File: src/include/codec_rec_pkg.sv
// package with register map, field layout and control structs for the playback-2 / record control bank
// How it works
// - play2_master_sel 0 makes play2 clocks inputs, 1 drives them out
// - play2 gain code maps 0 to -100dB in 0.5dB steps, 0xC8 is 0dB
// - a play2 gain write with apply bit 0 only stores the value
// - apply bit 1 stores and applies both play2 gains together
// - global enable 0 holds converters and ramp control disabled
// - rec_frame_format selects right, left, I2S or DSP framing
// - rec_word_length selects 16/20/24/32 bits, 32 not in right justified
// - rec_bitclk_polarity 1 inverts record bit clock, latching on falling edge
// - rec_frameclk_polarity 1 inverts the record frame clock
// - rec_channel_swap 1 exchanges left and right record slots
// - each record invert bit inverts that channel output
// - record data select routes normal, mono left, mono right or reversed
// - rec_highpass_off 1 bypasses the record high-pass filter
// - rec_zero_cross_en 1 defers record gain changes to zero crossing
// - rec_bitclk_rate selects MCLK/4, MCLK/8, 32, 64, 128fs in master mode
// - rec_master_sel 0 makes record clocks inputs, 1 drives them out
// - record gain 0 mutes, 1 is -97dB, 0xC3 is 0dB, 0xFF +30dB
// - record gain write stores, apply bit 1 applies both record gains
package codec_rec_pkg;

    // register indices; byte address is four times the index
    localparam logic [4:0] IDX_PLAY2_CLK  = 5'h09;
    localparam logic [4:0] IDX_PLAY2_LVOL = 5'h0A;
    localparam logic [4:0] IDX_PLAY2_RVOL = 5'h0B;
    localparam logic [4:0] IDX_ENABLE     = 5'h0C;
    localparam logic [4:0] IDX_REC_CTRL   = 5'h0D;
    localparam logic [4:0] IDX_REC_RATIO  = 5'h0E;
    localparam logic [4:0] IDX_REC_CLK    = 5'h0F;
    localparam logic [4:0] IDX_REC_LVOL   = 5'h10;
    localparam logic [4:0] IDX_REC_RVOL   = 5'h11;
    localparam int         ADDR_LSB       = 2;

    // implemented-bit masks and reset values
    localparam logic [15:0] MASK_BIT0   = 16'h0001;
    localparam logic [15:0] MASK_VOL    = 16'h01FF;
    localparam logic [15:0] MASK_ENABLE = 16'h0003;
    localparam logic [15:0] MASK_RCTRL  = 16'h3FFF;
    localparam logic [15:0] MASK_RATIO  = 16'h003F;
    localparam logic [15:0] RST_PLAY2_VOL = 16'h00C8;
    localparam logic [15:0] RST_REC_VOL   = 16'h00C3;
    localparam logic [15:0] RST_RCTRL     = 16'h200A;
    localparam logic [15:0] RST_ZERO      = 16'h0000;

    // field positions
    localparam int POS_APPLY   = 8;
    localparam int POS_COPY    = 1;
    localparam int POS_FMT     = 0;
    localparam int POS_WL      = 2;
    localparam int POS_BCP     = 4;
    localparam int POS_LRP     = 5;
    localparam int POS_REC_EN  = 6;
    localparam int POS_SWAP    = 7;
    localparam int POS_RINV    = 8;
    localparam int POS_LINV    = 9;
    localparam int POS_DSEL    = 10;
    localparam int POS_HPD     = 12;
    localparam int POS_ZC      = 13;
    localparam int POS_SR      = 0;
    localparam int POS_BCLKDIV = 3;

    // encodings
    localparam logic [1:0] FMT_RJ     = 2'h0;
    localparam logic [1:0] WL_32      = 2'h3;
    localparam logic [2:0] SR_RES1    = 3'h1;
    localparam logic [2:0] SR_RES2    = 3'h2;
    localparam logic [2:0] SR_RES7    = 3'h7;
    localparam logic [2:0] BCLK_MAX   = 3'h4;
    localparam logic [1:0] DSEL_NORM  = 2'h0;
    localparam logic [1:0] DSEL_MONOL = 2'h1;
    localparam logic [1:0] DSEL_MONOR = 2'h2;
    localparam logic [1:0] DSEL_REV   = 2'h3;
    localparam logic [7:0] PLAY2_GAIN_CAP = 8'hE0;
    localparam logic [7:0] REC_MUTE_CODE  = 8'h00;

    typedef enum logic [1:0] {
        BUS_IDLE = 2'b00,
        BUS_ACK  = 2'b01
    } bus_state_e;

    // record serial settings carried to the record converter
    typedef struct packed {
        logic [1:0] frame_format;
        logic [1:0] word_length;
        logic       bitclk_polarity;
        logic       frameclk_polarity;
        logic       channel_swap;
        logic       left_invert;
        logic       right_invert;
        logic [1:0] data_select;
        logic       highpass_off;
        logic       zero_cross_en;
        logic [2:0] clock_ratio;
        logic [2:0] bitclk_rate;
    } rec_cfg_s;

    // applied gain pair
    typedef struct packed {
        logic [7:0] left;
        logic [7:0] right;
    } gain_pair_s;

endpackage

File: src/rtl/codec_play2_rec_regs.sv
// register bank for the second playback converter and the record converter, wishbone classic slave
`timescale 1ns/1ns
`default_nettype none
module codec_play2_rec_regs
    import codec_rec_pkg::*;
#(
    parameter int ADDR_W = 8
)
(
    input  wire logic              I_CLK_SYS,
    input  wire logic              I_ARST_N,
    input  wire logic [ADDR_W-1:0] I_WB_ADR,
    input  wire logic [31:0]       I_WB_DAT,
    input  wire logic [3:0]        I_WB_SEL,
    input  wire logic              I_WB_WE,
    input  wire logic              I_WB_CYC,
    input  wire logic              I_WB_STB,
    output logic [31:0]            O_WB_DAT,
    output logic                   O_WB_ACK,
    output logic                   O_WB_ERR,
    input  wire logic              I_PLAY1_MASTER_SEL,
    output logic                   O_PLAY2_MASTER_SEL,
    output logic                   O_PLAY2_CLK_OE,
    output logic                   O_PLAY2_COPY_CFG,
    output gain_pair_s             O_PLAY2_GAIN,
    output logic                   O_GLOBAL_EN,
    output logic                   O_REC_EN,
    output rec_cfg_s               O_REC_CFG,
    output logic                   O_REC_CFG_ERR,
    output logic                   O_REC_MASTER_SEL,
    output logic                   O_REC_CLK_OE,
    output logic                   O_REC_BCLK_DIV_EN,
    output gain_pair_s             O_REC_GAIN,
    output logic                   O_REC_LEFT_MUTE,
    output logic                   O_REC_RIGHT_MUTE
);

    logic       rst_meta;
    logic       rst_sync_n;
    bus_state_e state;
    bus_state_e next_state;
    logic [15:0] r_play2_clk;
    logic [15:0] r_play2_lvol;
    logic [15:0] r_play2_rvol;
    logic [15:0] r_enable;
    logic [15:0] r_rec_ctrl;
    logic [15:0] r_rec_ratio;
    logic [15:0] r_rec_clk;
    logic [15:0] r_rec_lvol;
    logic [15:0] r_rec_rvol;
    gain_pair_s  play2_gain;
    gain_pair_s  rec_gain;
    logic [31:0] rdata;

    // reset release through two flops
    always_ff @(posedge I_CLK_SYS or negedge I_ARST_N)
    begin
        if (!I_ARST_N)
        begin
            rst_meta   <= 1'b0;
            rst_sync_n <= 1'b0;
        end
        else
        begin
            rst_meta   <= 1'b1;
            rst_sync_n <= rst_meta;
        end
    end

    // bus decode
    wire               req      = I_WB_CYC && I_WB_STB && (state == BUS_IDLE);
    wire [4:0]         idx      = 5'(I_WB_ADR >> ADDR_LSB);
    wire               aligned  = (I_WB_ADR[ADDR_LSB-1:0] == '0) && (ADDR_W <= 7 || (I_WB_ADR >> 7) == '0);
    wire               hit      = aligned && (idx >= IDX_PLAY2_CLK) && (idx <= IDX_REC_RVOL);
    wire               wr       = req && I_WB_WE && hit;
    wire [15:0]        lane_m   = {{8{I_WB_SEL[1]}}, {8{I_WB_SEL[0]}}};
    wire [15:0]        wdat     = I_WB_DAT[15:0];
    wire               wr_p2l   = wr && idx == IDX_PLAY2_LVOL;
    wire               wr_p2r   = wr && idx == IDX_PLAY2_RVOL;
    wire               wr_rl    = wr && idx == IDX_REC_LVOL;
    wire               wr_rr    = wr && idx == IDX_REC_RVOL;

    // merged write value, keeping unimplemented bits at zero
    function automatic logic [15:0] merge(input logic [15:0] old, input logic [15:0] msk);
        merge = ((old & ~lane_m) | (wdat & lane_m)) & msk;
    endfunction

    wire [15:0] new_p2l = merge(r_play2_lvol, MASK_VOL);
    wire [15:0] new_p2r = merge(r_play2_rvol, MASK_VOL);
    wire [15:0] new_rl  = merge(r_rec_lvol, MASK_VOL);
    wire [15:0] new_rr  = merge(r_rec_rvol, MASK_VOL);
    // apply strobes: apply bit set in the written value
    wire apply_p2 = (wr_p2l && new_p2l[POS_APPLY]) || (wr_p2r && new_p2r[POS_APPLY]);
    wire apply_rec = (wr_rl && new_rl[POS_APPLY]) || (wr_rr && new_rr[POS_APPLY]);

    // bus handshake: ack one cycle after request, then idle
    always_comb
    begin
        next_state = state;
        case (state)
            BUS_IDLE: next_state = (I_WB_CYC && I_WB_STB) ? BUS_ACK : BUS_IDLE;
            BUS_ACK:  next_state = BUS_IDLE;
            default:  next_state = BUS_IDLE;
        endcase
    end

    // register storage, defaults on reset
    always_ff @(posedge I_CLK_SYS or negedge rst_sync_n)
    begin
        if (!rst_sync_n)
        begin
            state        <= BUS_IDLE;
            r_play2_clk  <= RST_ZERO;
            r_play2_lvol <= RST_PLAY2_VOL;
            r_play2_rvol <= RST_PLAY2_VOL;
            r_enable     <= RST_ZERO;
            r_rec_ctrl   <= RST_RCTRL;
            r_rec_ratio  <= RST_ZERO;
            r_rec_clk    <= RST_ZERO;
            r_rec_lvol   <= RST_REC_VOL;
            r_rec_rvol   <= RST_REC_VOL;
        end
        else
        begin
            state <= next_state;
            if (wr && idx == IDX_PLAY2_CLK) r_play2_clk <= merge(r_play2_clk, MASK_BIT0);
            if (wr_p2l) r_play2_lvol <= new_p2l;
            if (wr_p2r) r_play2_rvol <= new_p2r;
            if (wr && idx == IDX_ENABLE) r_enable <= merge(r_enable, MASK_ENABLE);
            if (wr && idx == IDX_REC_CTRL) r_rec_ctrl <= merge(r_rec_ctrl, MASK_RCTRL);
            if (wr && idx == IDX_REC_RATIO) r_rec_ratio <= merge(r_rec_ratio, MASK_RATIO);
            if (wr && idx == IDX_REC_CLK) r_rec_clk <= merge(r_rec_clk, MASK_BIT0);
            if (wr_rl) r_rec_lvol <= new_rl;
            if (wr_rr) r_rec_rvol <= new_rr;
        end
    end

    // applied gains move only on an apply write, both channels at once
    always_ff @(posedge I_CLK_SYS or negedge rst_sync_n)
    begin
        if (!rst_sync_n)
        begin
            play2_gain <= {RST_PLAY2_VOL[7:0], RST_PLAY2_VOL[7:0]};
            rec_gain   <= {RST_REC_VOL[7:0], RST_REC_VOL[7:0]};
        end
        else
        begin
            if (apply_p2)
                play2_gain <= {wr_p2l ? new_p2l[7:0] : r_play2_lvol[7:0],
                               wr_p2r ? new_p2r[7:0] : r_play2_rvol[7:0]};
            if (apply_rec)
                rec_gain <= {wr_rl ? new_rl[7:0] : r_rec_lvol[7:0],
                             wr_rr ? new_rr[7:0] : r_rec_rvol[7:0]};
        end
    end

    // read mux; unmapped or unimplemented reads zero
    always_comb
    begin
        rdata = '0;
        case (idx)
            IDX_PLAY2_CLK:  rdata[15:0] = r_play2_clk;
            IDX_PLAY2_LVOL: rdata[15:0] = r_play2_lvol;
            IDX_PLAY2_RVOL: rdata[15:0] = r_play2_rvol;
            IDX_ENABLE:     rdata[15:0] = r_enable;
            IDX_REC_CTRL:   rdata[15:0] = r_rec_ctrl;
            IDX_REC_RATIO:  rdata[15:0] = r_rec_ratio;
            IDX_REC_CLK:    rdata[15:0] = r_rec_clk;
            IDX_REC_LVOL:   rdata[15:0] = r_rec_lvol;
            IDX_REC_RVOL:   rdata[15:0] = r_rec_rvol;
            default:        rdata = '0;
        endcase
        if (!hit)
            rdata = '0;
    end

    // registered bus answer
    always_ff @(posedge I_CLK_SYS or negedge rst_sync_n)
    begin
        if (!rst_sync_n)
        begin
            O_WB_ACK <= 1'b0;
            O_WB_ERR <= 1'b0;
            O_WB_DAT <= '0;
        end
        else
        begin
            O_WB_ACK <= req && hit;
            O_WB_ERR <= req && !hit; // unmapped address
            O_WB_DAT <= (req && !I_WB_WE) ? rdata : '0;
        end
    end

    // playback-2 clock direction, copying the first converter when asked
    assign O_PLAY2_COPY_CFG   = r_enable[POS_COPY];
    assign O_PLAY2_MASTER_SEL = O_PLAY2_COPY_CFG ? I_PLAY1_MASTER_SEL : r_play2_clk[0];
    assign O_PLAY2_CLK_OE     = O_PLAY2_MASTER_SEL;
    assign O_PLAY2_GAIN       = play2_gain;

    // enables
    assign O_GLOBAL_EN = r_enable[0];
    assign O_REC_EN    = r_enable[0] && r_rec_ctrl[POS_REC_EN];

    // record serial configuration fields, one driver for the whole struct
    assign O_REC_CFG = '{
        frame_format:      r_rec_ctrl[POS_FMT +: 2],
        word_length:       r_rec_ctrl[POS_WL +: 2],
        bitclk_polarity:   r_rec_ctrl[POS_BCP],
        frameclk_polarity: r_rec_ctrl[POS_LRP],
        channel_swap:      r_rec_ctrl[POS_SWAP],
        left_invert:       r_rec_ctrl[POS_LINV],
        right_invert:      r_rec_ctrl[POS_RINV],
        data_select:       r_rec_ctrl[POS_DSEL +: 2],
        highpass_off:      r_rec_ctrl[POS_HPD],
        zero_cross_en:     r_rec_ctrl[POS_ZC],
        clock_ratio:       r_rec_ratio[POS_SR +: 3],
        bitclk_rate:       r_rec_ratio[POS_BCLKDIV +: 3]
    };

    // illegal settings flagged: 32-bit right justified, reserved ratio, or reserved rate in master mode
    wire [2:0] sr_code = r_rec_ratio[POS_SR +: 3];
    assign O_REC_CFG_ERR = (O_REC_CFG.frame_format == FMT_RJ && O_REC_CFG.word_length == WL_32)
                         || sr_code == SR_RES1 || sr_code == SR_RES2 || sr_code == SR_RES7
                         || (O_REC_MASTER_SEL && O_REC_CFG.bitclk_rate > BCLK_MAX);

    // record clock direction and divider use
    assign O_REC_MASTER_SEL  = r_rec_clk[0];
    assign O_REC_CLK_OE      = r_rec_clk[0];
    assign O_REC_BCLK_DIV_EN = r_rec_clk[0] && O_REC_EN;
    assign O_REC_GAIN        = rec_gain;
    assign O_REC_LEFT_MUTE   = rec_gain.left == REC_MUTE_CODE;
    assign O_REC_RIGHT_MUTE  = rec_gain.right == REC_MUTE_CODE;
endmodule
`default_nettype wire

File: config.mk
export PLATFORM = sky130hd
export DESIGN_NAME = codec_play2_rec_regs
export DESIGN_NICKNAME = d
export VERILOG_FILES = /design/src/include/codec_rec_pkg.sv /design/src/rtl/codec_play2_rec_regs.sv
export SDC_FILE = /design/constraint.sdc
export NUM_CORES = 1
export LEC_CHECK = 0
export ABC_AREA = 0
export BUFFER_PORTS_ARGS = -buffer_cell sky130_fd_sc_hd__buf_2
export CAP_MARGIN = 15
export CORE_ASPECT_RATIO = 1.75
export CORE_UTILIZATION = 30
export DETAILED_ROUTE_END_ITERATION = 12
export PLACE_DENSITY_LB_ADDON = 0.1
export SETUP_SLACK_MARGIN = 0.2
export SLEW_MARGIN = 10
export SYNTH_ARGS = -nofsm -noshare
export SYNTH_HDL_FRONTEND = slang
export SYNTH_SLANG_ARGS = --single-unit
File: constraint.sdc
create_clock -name I_CLK_SYS -period 4.45 [get_ports I_CLK_SYS]
set_input_delay 0.89 -clock I_CLK_SYS [delete_from_list [all_inputs] [get_ports I_CLK_SYS]]
set_output_delay 0.89 -clock I_CLK_SYS [all_outputs]
set_load 0.03 [all_outputs]
==> flow_metrics.py, run 1 <==
metrics = {
    "global_routing": {
        "grt_pass1_wl_mm": 20.4,
        "grt_pass1_vias": 3455,
        "grt_util_all_layers_pct": 15.8,
        "globalRoute.totalOverflow": 0,
        "grt_max_degree": 81,
        "antenna_found_initial": 0,
    },
    "timing": {
        "rsz0062_at_grt": "false",
        "fin_skew_ns": 0.00876,
        "slew_headroom_pct": 52.2,
        "setup_violations": 0,
        "hold_ws_ns": 0.274,
        "clock.fmax_mhz": 347,
        "period_needed_ns": 2.88,
        "tns_ns": 0,
        "fin_crit_sh_pct": 64.7,
        "finalMaxSlewViolations": 0,
        "setup_ws_ns": 1.57,
        "finalHoldViolCount": 0,
        "tightest_slew_ns": 0.711,
    },
    "placed_design": {
        "dp.cells": 683,
        "place_hpwl_mm": 9.73,
        "dpl_worst_slack_ns": 1.22,
        "port_buffers": 107,
        "dpl-instance-area_mm2": 0.00569,
        "place_congestion": 0.741,
    },
    "run": {
        "maxCapViolCount": 0,
    },
    "floorplanning": {
        "fp-row-count": 62,
        "initial_core_util_pct": 30.7,
        "die_y_um": 174,
        "die_x_um": 100,
        "io_pins": 146,
        "die-area_mm2": 0.0175,
        "core_area_mm2": 0.0165,
    },
    "final_layout": {
        "layoutNonFillerInstCount": 700,
        "layout-drive-gt1-share_pct": 54.6,
        "utilization_pct": 36.6,
        "antenna_cells": 0,
        "syn_to_final_growth_pct": 19.0,
        "nNetsFinal": 521,
        "fin_area_mm2": 0.00605,
    },
    "worst_setup_path": {
        "crit_arrival_ns": 3.15,
        "crit_path_max_incr_delay_ns": 0.69,
        "r2r_cells": 4,
        "r2r_slack_ns": 2.24,
        "path_delay_family": "simple AND/OR/NAND/NOR gates",
        "slowest_stage": "nor4_4",
        "crit_fanout": 11,
        "crit_type": "in2reg",
        "reg2reg_to": "O_REC_GAIN[9]$_DFFE_PN1P_",
        "r2r_start": "state[0]$_DFF_PN0_",
        "worst-path-buf-inv": 1,
        "crit_start": "I_WB_ADR[4]",
        "end_kind": "flip-flop",
        "cp_cell_sequence": "buf_2 -> or4b_4 -> nor4_4 -> mux2_2 -> mux2_1",
        "crit_path_start_kind": "input pin",
        "required_ns": 4.72,
    },
    "power": {
        "p_leak_nw": 3.04,
        "seqPwrFrac_pct": 50.9,
        "p_per_area_mw_per_mm2": 332,
        "total_power_mw": 2.01,
        "peakVddDrop_mv": 0.221,
        "power_switching_uw": 470,
        "p_sw_share_pct": 23.4,
        "pwr-share-comb_pct": 5.4,
        "power.internal_mw": 1.54,
        "clockPowerShare_pct": 43.7,
    },
    "detailed_routing": {
        "antenna_left": 0,
        "dr_total_vias": 3272,
        "drt-total-wl_mm": 13.1,
        "wl_per_cell_um": 18.8,
        "firstDrtPassIters": 4,
        "drc_errors": 0,
        "drt_iter0_markers": 115,
        "viasPerCell": 4.67,
    },
    "synth": {
        "syn_avg_cell_area_um2": 13.5,
        "syn_inst": 376,
        "synth_top_area_cell": "dfrtp_1",
        "yosysUniqueCellTypes": 49,
        "yosys.area.top_type_share_pct": 39.4,
        "synth_edf_count": 0,
        "netlist_area_mm2": 0.00508,
        "synth-seq-cells": 111,
        "ys.flop_type": "dfrtp_1",
        "ys_seq_area_share_pct": 55.4,
        "yosys-top-cells-area": "dfrtp_1 39%, mux2_2 21%, dfstp_2 16%",
        "synth.most_common_cell": "mux2_2",
        "yosys_warnings": 0,
        "synthArstFlopShare_pct": 100,
        "synth_common_cells": "94 x mux2_2, 80 x dfrtp_1, 33 x buf_4",
    },
    "cts": {
        "cts_sinks": 111,
        "clk-insertion-delay-late_ns": 0.34,
        "cts_buffers": 9,
        "cts_tree": "done",
        "clockRootBuffer": "clkbuf_16",
        "cts_buffer_depth": 2,
        "cts_hold_buf": 0,
        "cts_max_level": 3,
        "ctsResizeCount": 0,
        "post_cts_buffers": 0,
        "clkTransAtPathRegs_ns": 0.08,
    },
    "status": {
        "status": "completed",
    },
    "min_path": {
        "hold_path_class": "reg2async",
    },
}
cell usage in the layout, fill, tap and decap left out, types with 4 or more instances in the layout:
cell type	count
and2_1	6
conb_1	19
o22ai_1	7
buf_2	107
mux2_2	94
nor3_1	5
a221oi_1	6
clkbuf_16	10
o21ai_0	4
mux2i_1	17
dfrtp_1	79
or4_1	4
dfstp_2	31
nand3_1	7
nand2_1	9
nor2_1	16
buf_4	5
area by class of cell:
| cell class | instances | area (µm²) |
|---|---|---|
| flip-flops and latches | 111 | 2820 |
| multi-input cells | 236 | 2010 |
| clock inverters | 5 | 67.6 |
| repair buffers | 113 | 601 |
| clock buffers | 11 | 264 |
| fillers | 1666 | 10500 |
| well taps | 224 | 280 |
power groups by stage:
stage | registers, mW | logic, mW | clock network [mW]
final | 1.02 | 0.108 | 0.879
after global routing | 1.03 | 0.118 | 0.955
after CTS | 1.03 | 0.0979 | 0.908
after detailed placement | 1.05 | 0.0977 | 0
after global placement | 1.05 | 0.0965 | 0
after floorplan | 1.05 | 0.0680 | 0
routing by layer:
metal  wire, µm  up-vias  global-route usage, %
li1           -     1509                      -
met1       4890     1655                   17.6
met3        494       15                   2.45
met2       7400       93                   29.2
met4        365        0                   6.52
met5          0        -                      0
cells by family (layout without fill, tap and decap cells):
kind of cell	count (synthesis)	in the layout	synth area share, %
AOI/OAI and AO/OA	28	28	3.87
DFF	111	111	55.4
xor gates and xnor gates	1	1	0.172
muxes	112	112	24.4
other	2	19	0.148
buffers and inverters	46	129	6.16
and+or+nand+nor	76	76	9.80
how the worst max path moves through the flow:
stage                                   to  slack (ns)  cells after the start
2_1_floorplan  O_PLAY2_GAIN[0]$_DFFE_PN0P_        1.18                      0
3_3_place_gp     O_REC_GAIN[9]$_DFFE_PN1P_        1.23                      5
3_5_place_dp     O_REC_GAIN[9]$_DFFE_PN1P_        1.22                      5
4_1_cts          O_REC_GAIN[9]$_DFFE_PN1P_        1.59                      5
5_1_grt          O_REC_GAIN[9]$_DFFE_PN1P_        1.50                      5
6_report         O_REC_GAIN[9]$_DFFE_PN1P_        1.57                      5
No activity file was read; power rests on OpenSTA's default activity.
==> run 2, diff against run 1 <==
Clock period 4.45 ns to 2.81 ns, I/O delays scaled along.
==> run 2 against run 1 <==
  * Count of clock-buffer cells in the layout unchanged
  * Clock power up 47%
  * Register-to-register slack worse by 1.4 ns
  * Sequential power up 59%
  * Setup slack worse by 0.97 ns
  * Die area unchanged
  * Non-clock buffer count up 11
  * Largest cell class unchanged
  * Worst hold slack worse by 0.046 ns
  * Critical endpoint is now O_REC_RIGHT_MUTE
  * Sequential cell count unchanged
  * Combinational power up 63%
==> flow_metrics.py, run 2 (synthesized netlist as in run 1, its figures left out) <==
metrics = {
    "detailed_routing": {
        "firstDrtPassIters": 4,
        "drt_iter0_markers": 137,
        "antenna_left": 0,
        "wl_per_cell_um": 18.5,
        "drc_errors": 0,
        "viasPerCell": 4.69,
        "dr_total_vias": 3337,
        "drt-total-wl_mm": 13.2,
    },
    "timing": {
        "period_needed_ns": 2.21,
        "rsz0062_at_grt": "false",
        "fin_skew_ns": 0.00956,
        "finalHoldViolCount": 0,
        "tns_ns": 0,
        "slew_headroom_pct": 57.8,
        "finalMaxSlewViolations": 0,
        "setup_violations": 0,
        "tightest_slew_ns": 0.624,
        "fin_crit_sh_pct": 78.7,
        "clock.fmax_mhz": 452,
    },
    "final_layout": {
        "utilization_pct": 36.9,
        "layout-drive-gt1-share_pct": 55.2,
        "antenna_cells": 0,
        "layoutNonFillerInstCount": 711,
        "final_cell_mix": "107 x buf_2, 94 x mux2_2, 79 x dfrtp_1",
        "syn_to_final_growth_pct": 20.0,
        "final_common_cell": "buf_2",
        "nNetsFinal": 532,
    },
    "worst_setup_path": {
        "required_ns": 2.25,
        "cp_cell_sequence": "or4_1 -> nor2_1 -> buf_2",
        "crit_type": "reg2out",
        "slowest_stage": "or4_1",
        "crit_fanout": 3,
        "crit_path_start_kind": "flip-flop",
        "end_kind": "output pin",
        "crit_arrival_ns": 1.65,
        "crit_path_max_incr_delay_ns": 0.58,
    },
    "placed_design": {
        "place_congestion": 0.783,
        "dp.cells": 694,
        "port_buffers": 107,
        "place_hpwl_mm": 9.86,
    },
    "min_path": {
        "hold_path_class": "reg2async",
    },
    "cts": {
        "cts_tree": "done",
        "cts_buffer_depth": 2,
        "cts_buffers": 9,
        "cts_max_level": 3,
        "clkTransAtPathRegs_ns": 0.08,
        "clockRootBuffer": "clkbuf_16",
        "clk-insertion-delay-late_ns": 0.35,
        "cts_sinks": 111,
    },
    "global_routing": {
        "grt_max_degree": 88,
        "grt_util_all_layers_pct": 15.8,
        "globalRoute.totalOverflow": 0,
        "antenna_found_initial": 0,
        "grt_pass1_wl_mm": 20.4,
        "grt_pass1_vias": 3533,
    },
    "floorplanning": {
        "initial_core_util_pct": 30.7,
        "core_area_mm2": 0.0165,
        "die_x_um": 100,
        "io_pins": 146,
        "die_y_um": 174,
        "die-area_mm2": 0.0175,
        "fp-row-count": 62,
    },
    "status": {
        "status": "completed",
    },
    "power": {
        "p_sw_share_pct": 24.6,
        "p_per_area_mw_per_mm2": 507,
        "pwr-share-comb_pct": 5.7,
        "seqPwrFrac_pct": 52.4,
        "power_switching_uw": 761,
        "peakVddDrop_mv": 0.333,
        "power.internal_mw": 2.33,
        "clockPowerShare_pct": 41.9,
        "p_leak_nw": 3.07,
    },
    "run": {
        "maxCapViolCount": 0,
    },
}
[run 2: per-stage QoR]
stage               setup WS [ns]  cell area [µm²]  hold slack (ns)  power [mW]
finish                      0.598             6100            0.228        3.09
global route                0.524             6100            0.263        3.21
CTS                         0.552             6100            0.246        3.14
detailed placement          0.237             5780            0.238        1.83
global placement            0.224             5780            0.225        1.83
floorplan                   0.363             5140            0.266        1.77
[run 2: power by group through the flow]
| stage | Clock (mW) | Sequential [mW] | Combinational, mW |
|---|---|---|---|
| finish | 1.29 | 1.62 | 0.176 |
| detailed placement | 0 | 1.65 | 0.178 |
| global placement | 0 | 1.65 | 0.177 |
| global route | 1.40 | 1.62 | 0.192 |
| CTS | 1.34 | 1.62 | 0.180 |
| floorplan | 0 | 1.67 | 0.108 |
[run 2: worst paths after layout]
check                                          start                           end  slack (ns)  depth (start not counted)
min in group I_CLK_SYS            rst_meta$_DFF_PN0_          rst_sync_n$_DFF_PN0_        0.36                          0
max in group asynchronous       rst_sync_n$_DFF_PN0_   r_play2_lvol[3]$_DFFE_PN1N_        1.77                          1
max reg2reg                       state[0]$_DFF_PN0_  O_PLAY2_GAIN[10]$_DFFE_PN0P_        0.83                          5
min reg2reg                     rst_sync_n$_DFF_PN0_  O_PLAY2_GAIN[10]$_DFFE_PN0P_        0.23                          0
max                        O_REC_GAIN[5]$_DFFE_PN0P_              O_REC_RIGHT_MUTE        0.60                          3
min                             rst_sync_n$_DFF_PN0_  O_PLAY2_GAIN[10]$_DFFE_PN0P_        0.23                          0
[run 2: what timing repair did]
item,in CTS,in global routing
endpoints found under the hold margin,2,0
gates resized for setup,0,0
hold buffers,1,0
buffers inserted,0,0
[run 2: final cells by class]
type	count	area [µm²]
fillers	1673	10400
well taps	224	280
flip-flops and latches	111	2820
multi-input cells	236	2010
clock buffers	11	254
clock inverters	5	50.0
repair buffers	124	678
[run 2: worst max-delay path, delay by kind of cell, from the launching register on]
family | cells | cell delay (ns)
and+or+nand+nor | 2 | 0.70
DFF | 1 | 0.40
buffers and inverters | 1 | 0.20
[run 2: routing by layer]
| layer | part of all wire, % | track usage, % |
|---|---|---|
| met4 | 2.1 | 5.50 |
| met1 | 38 | 17.6 |
| met2 | 56 | 29.3 |
| met5 | 0 | 0 |
| met3 | 3.6 | 2.81 |
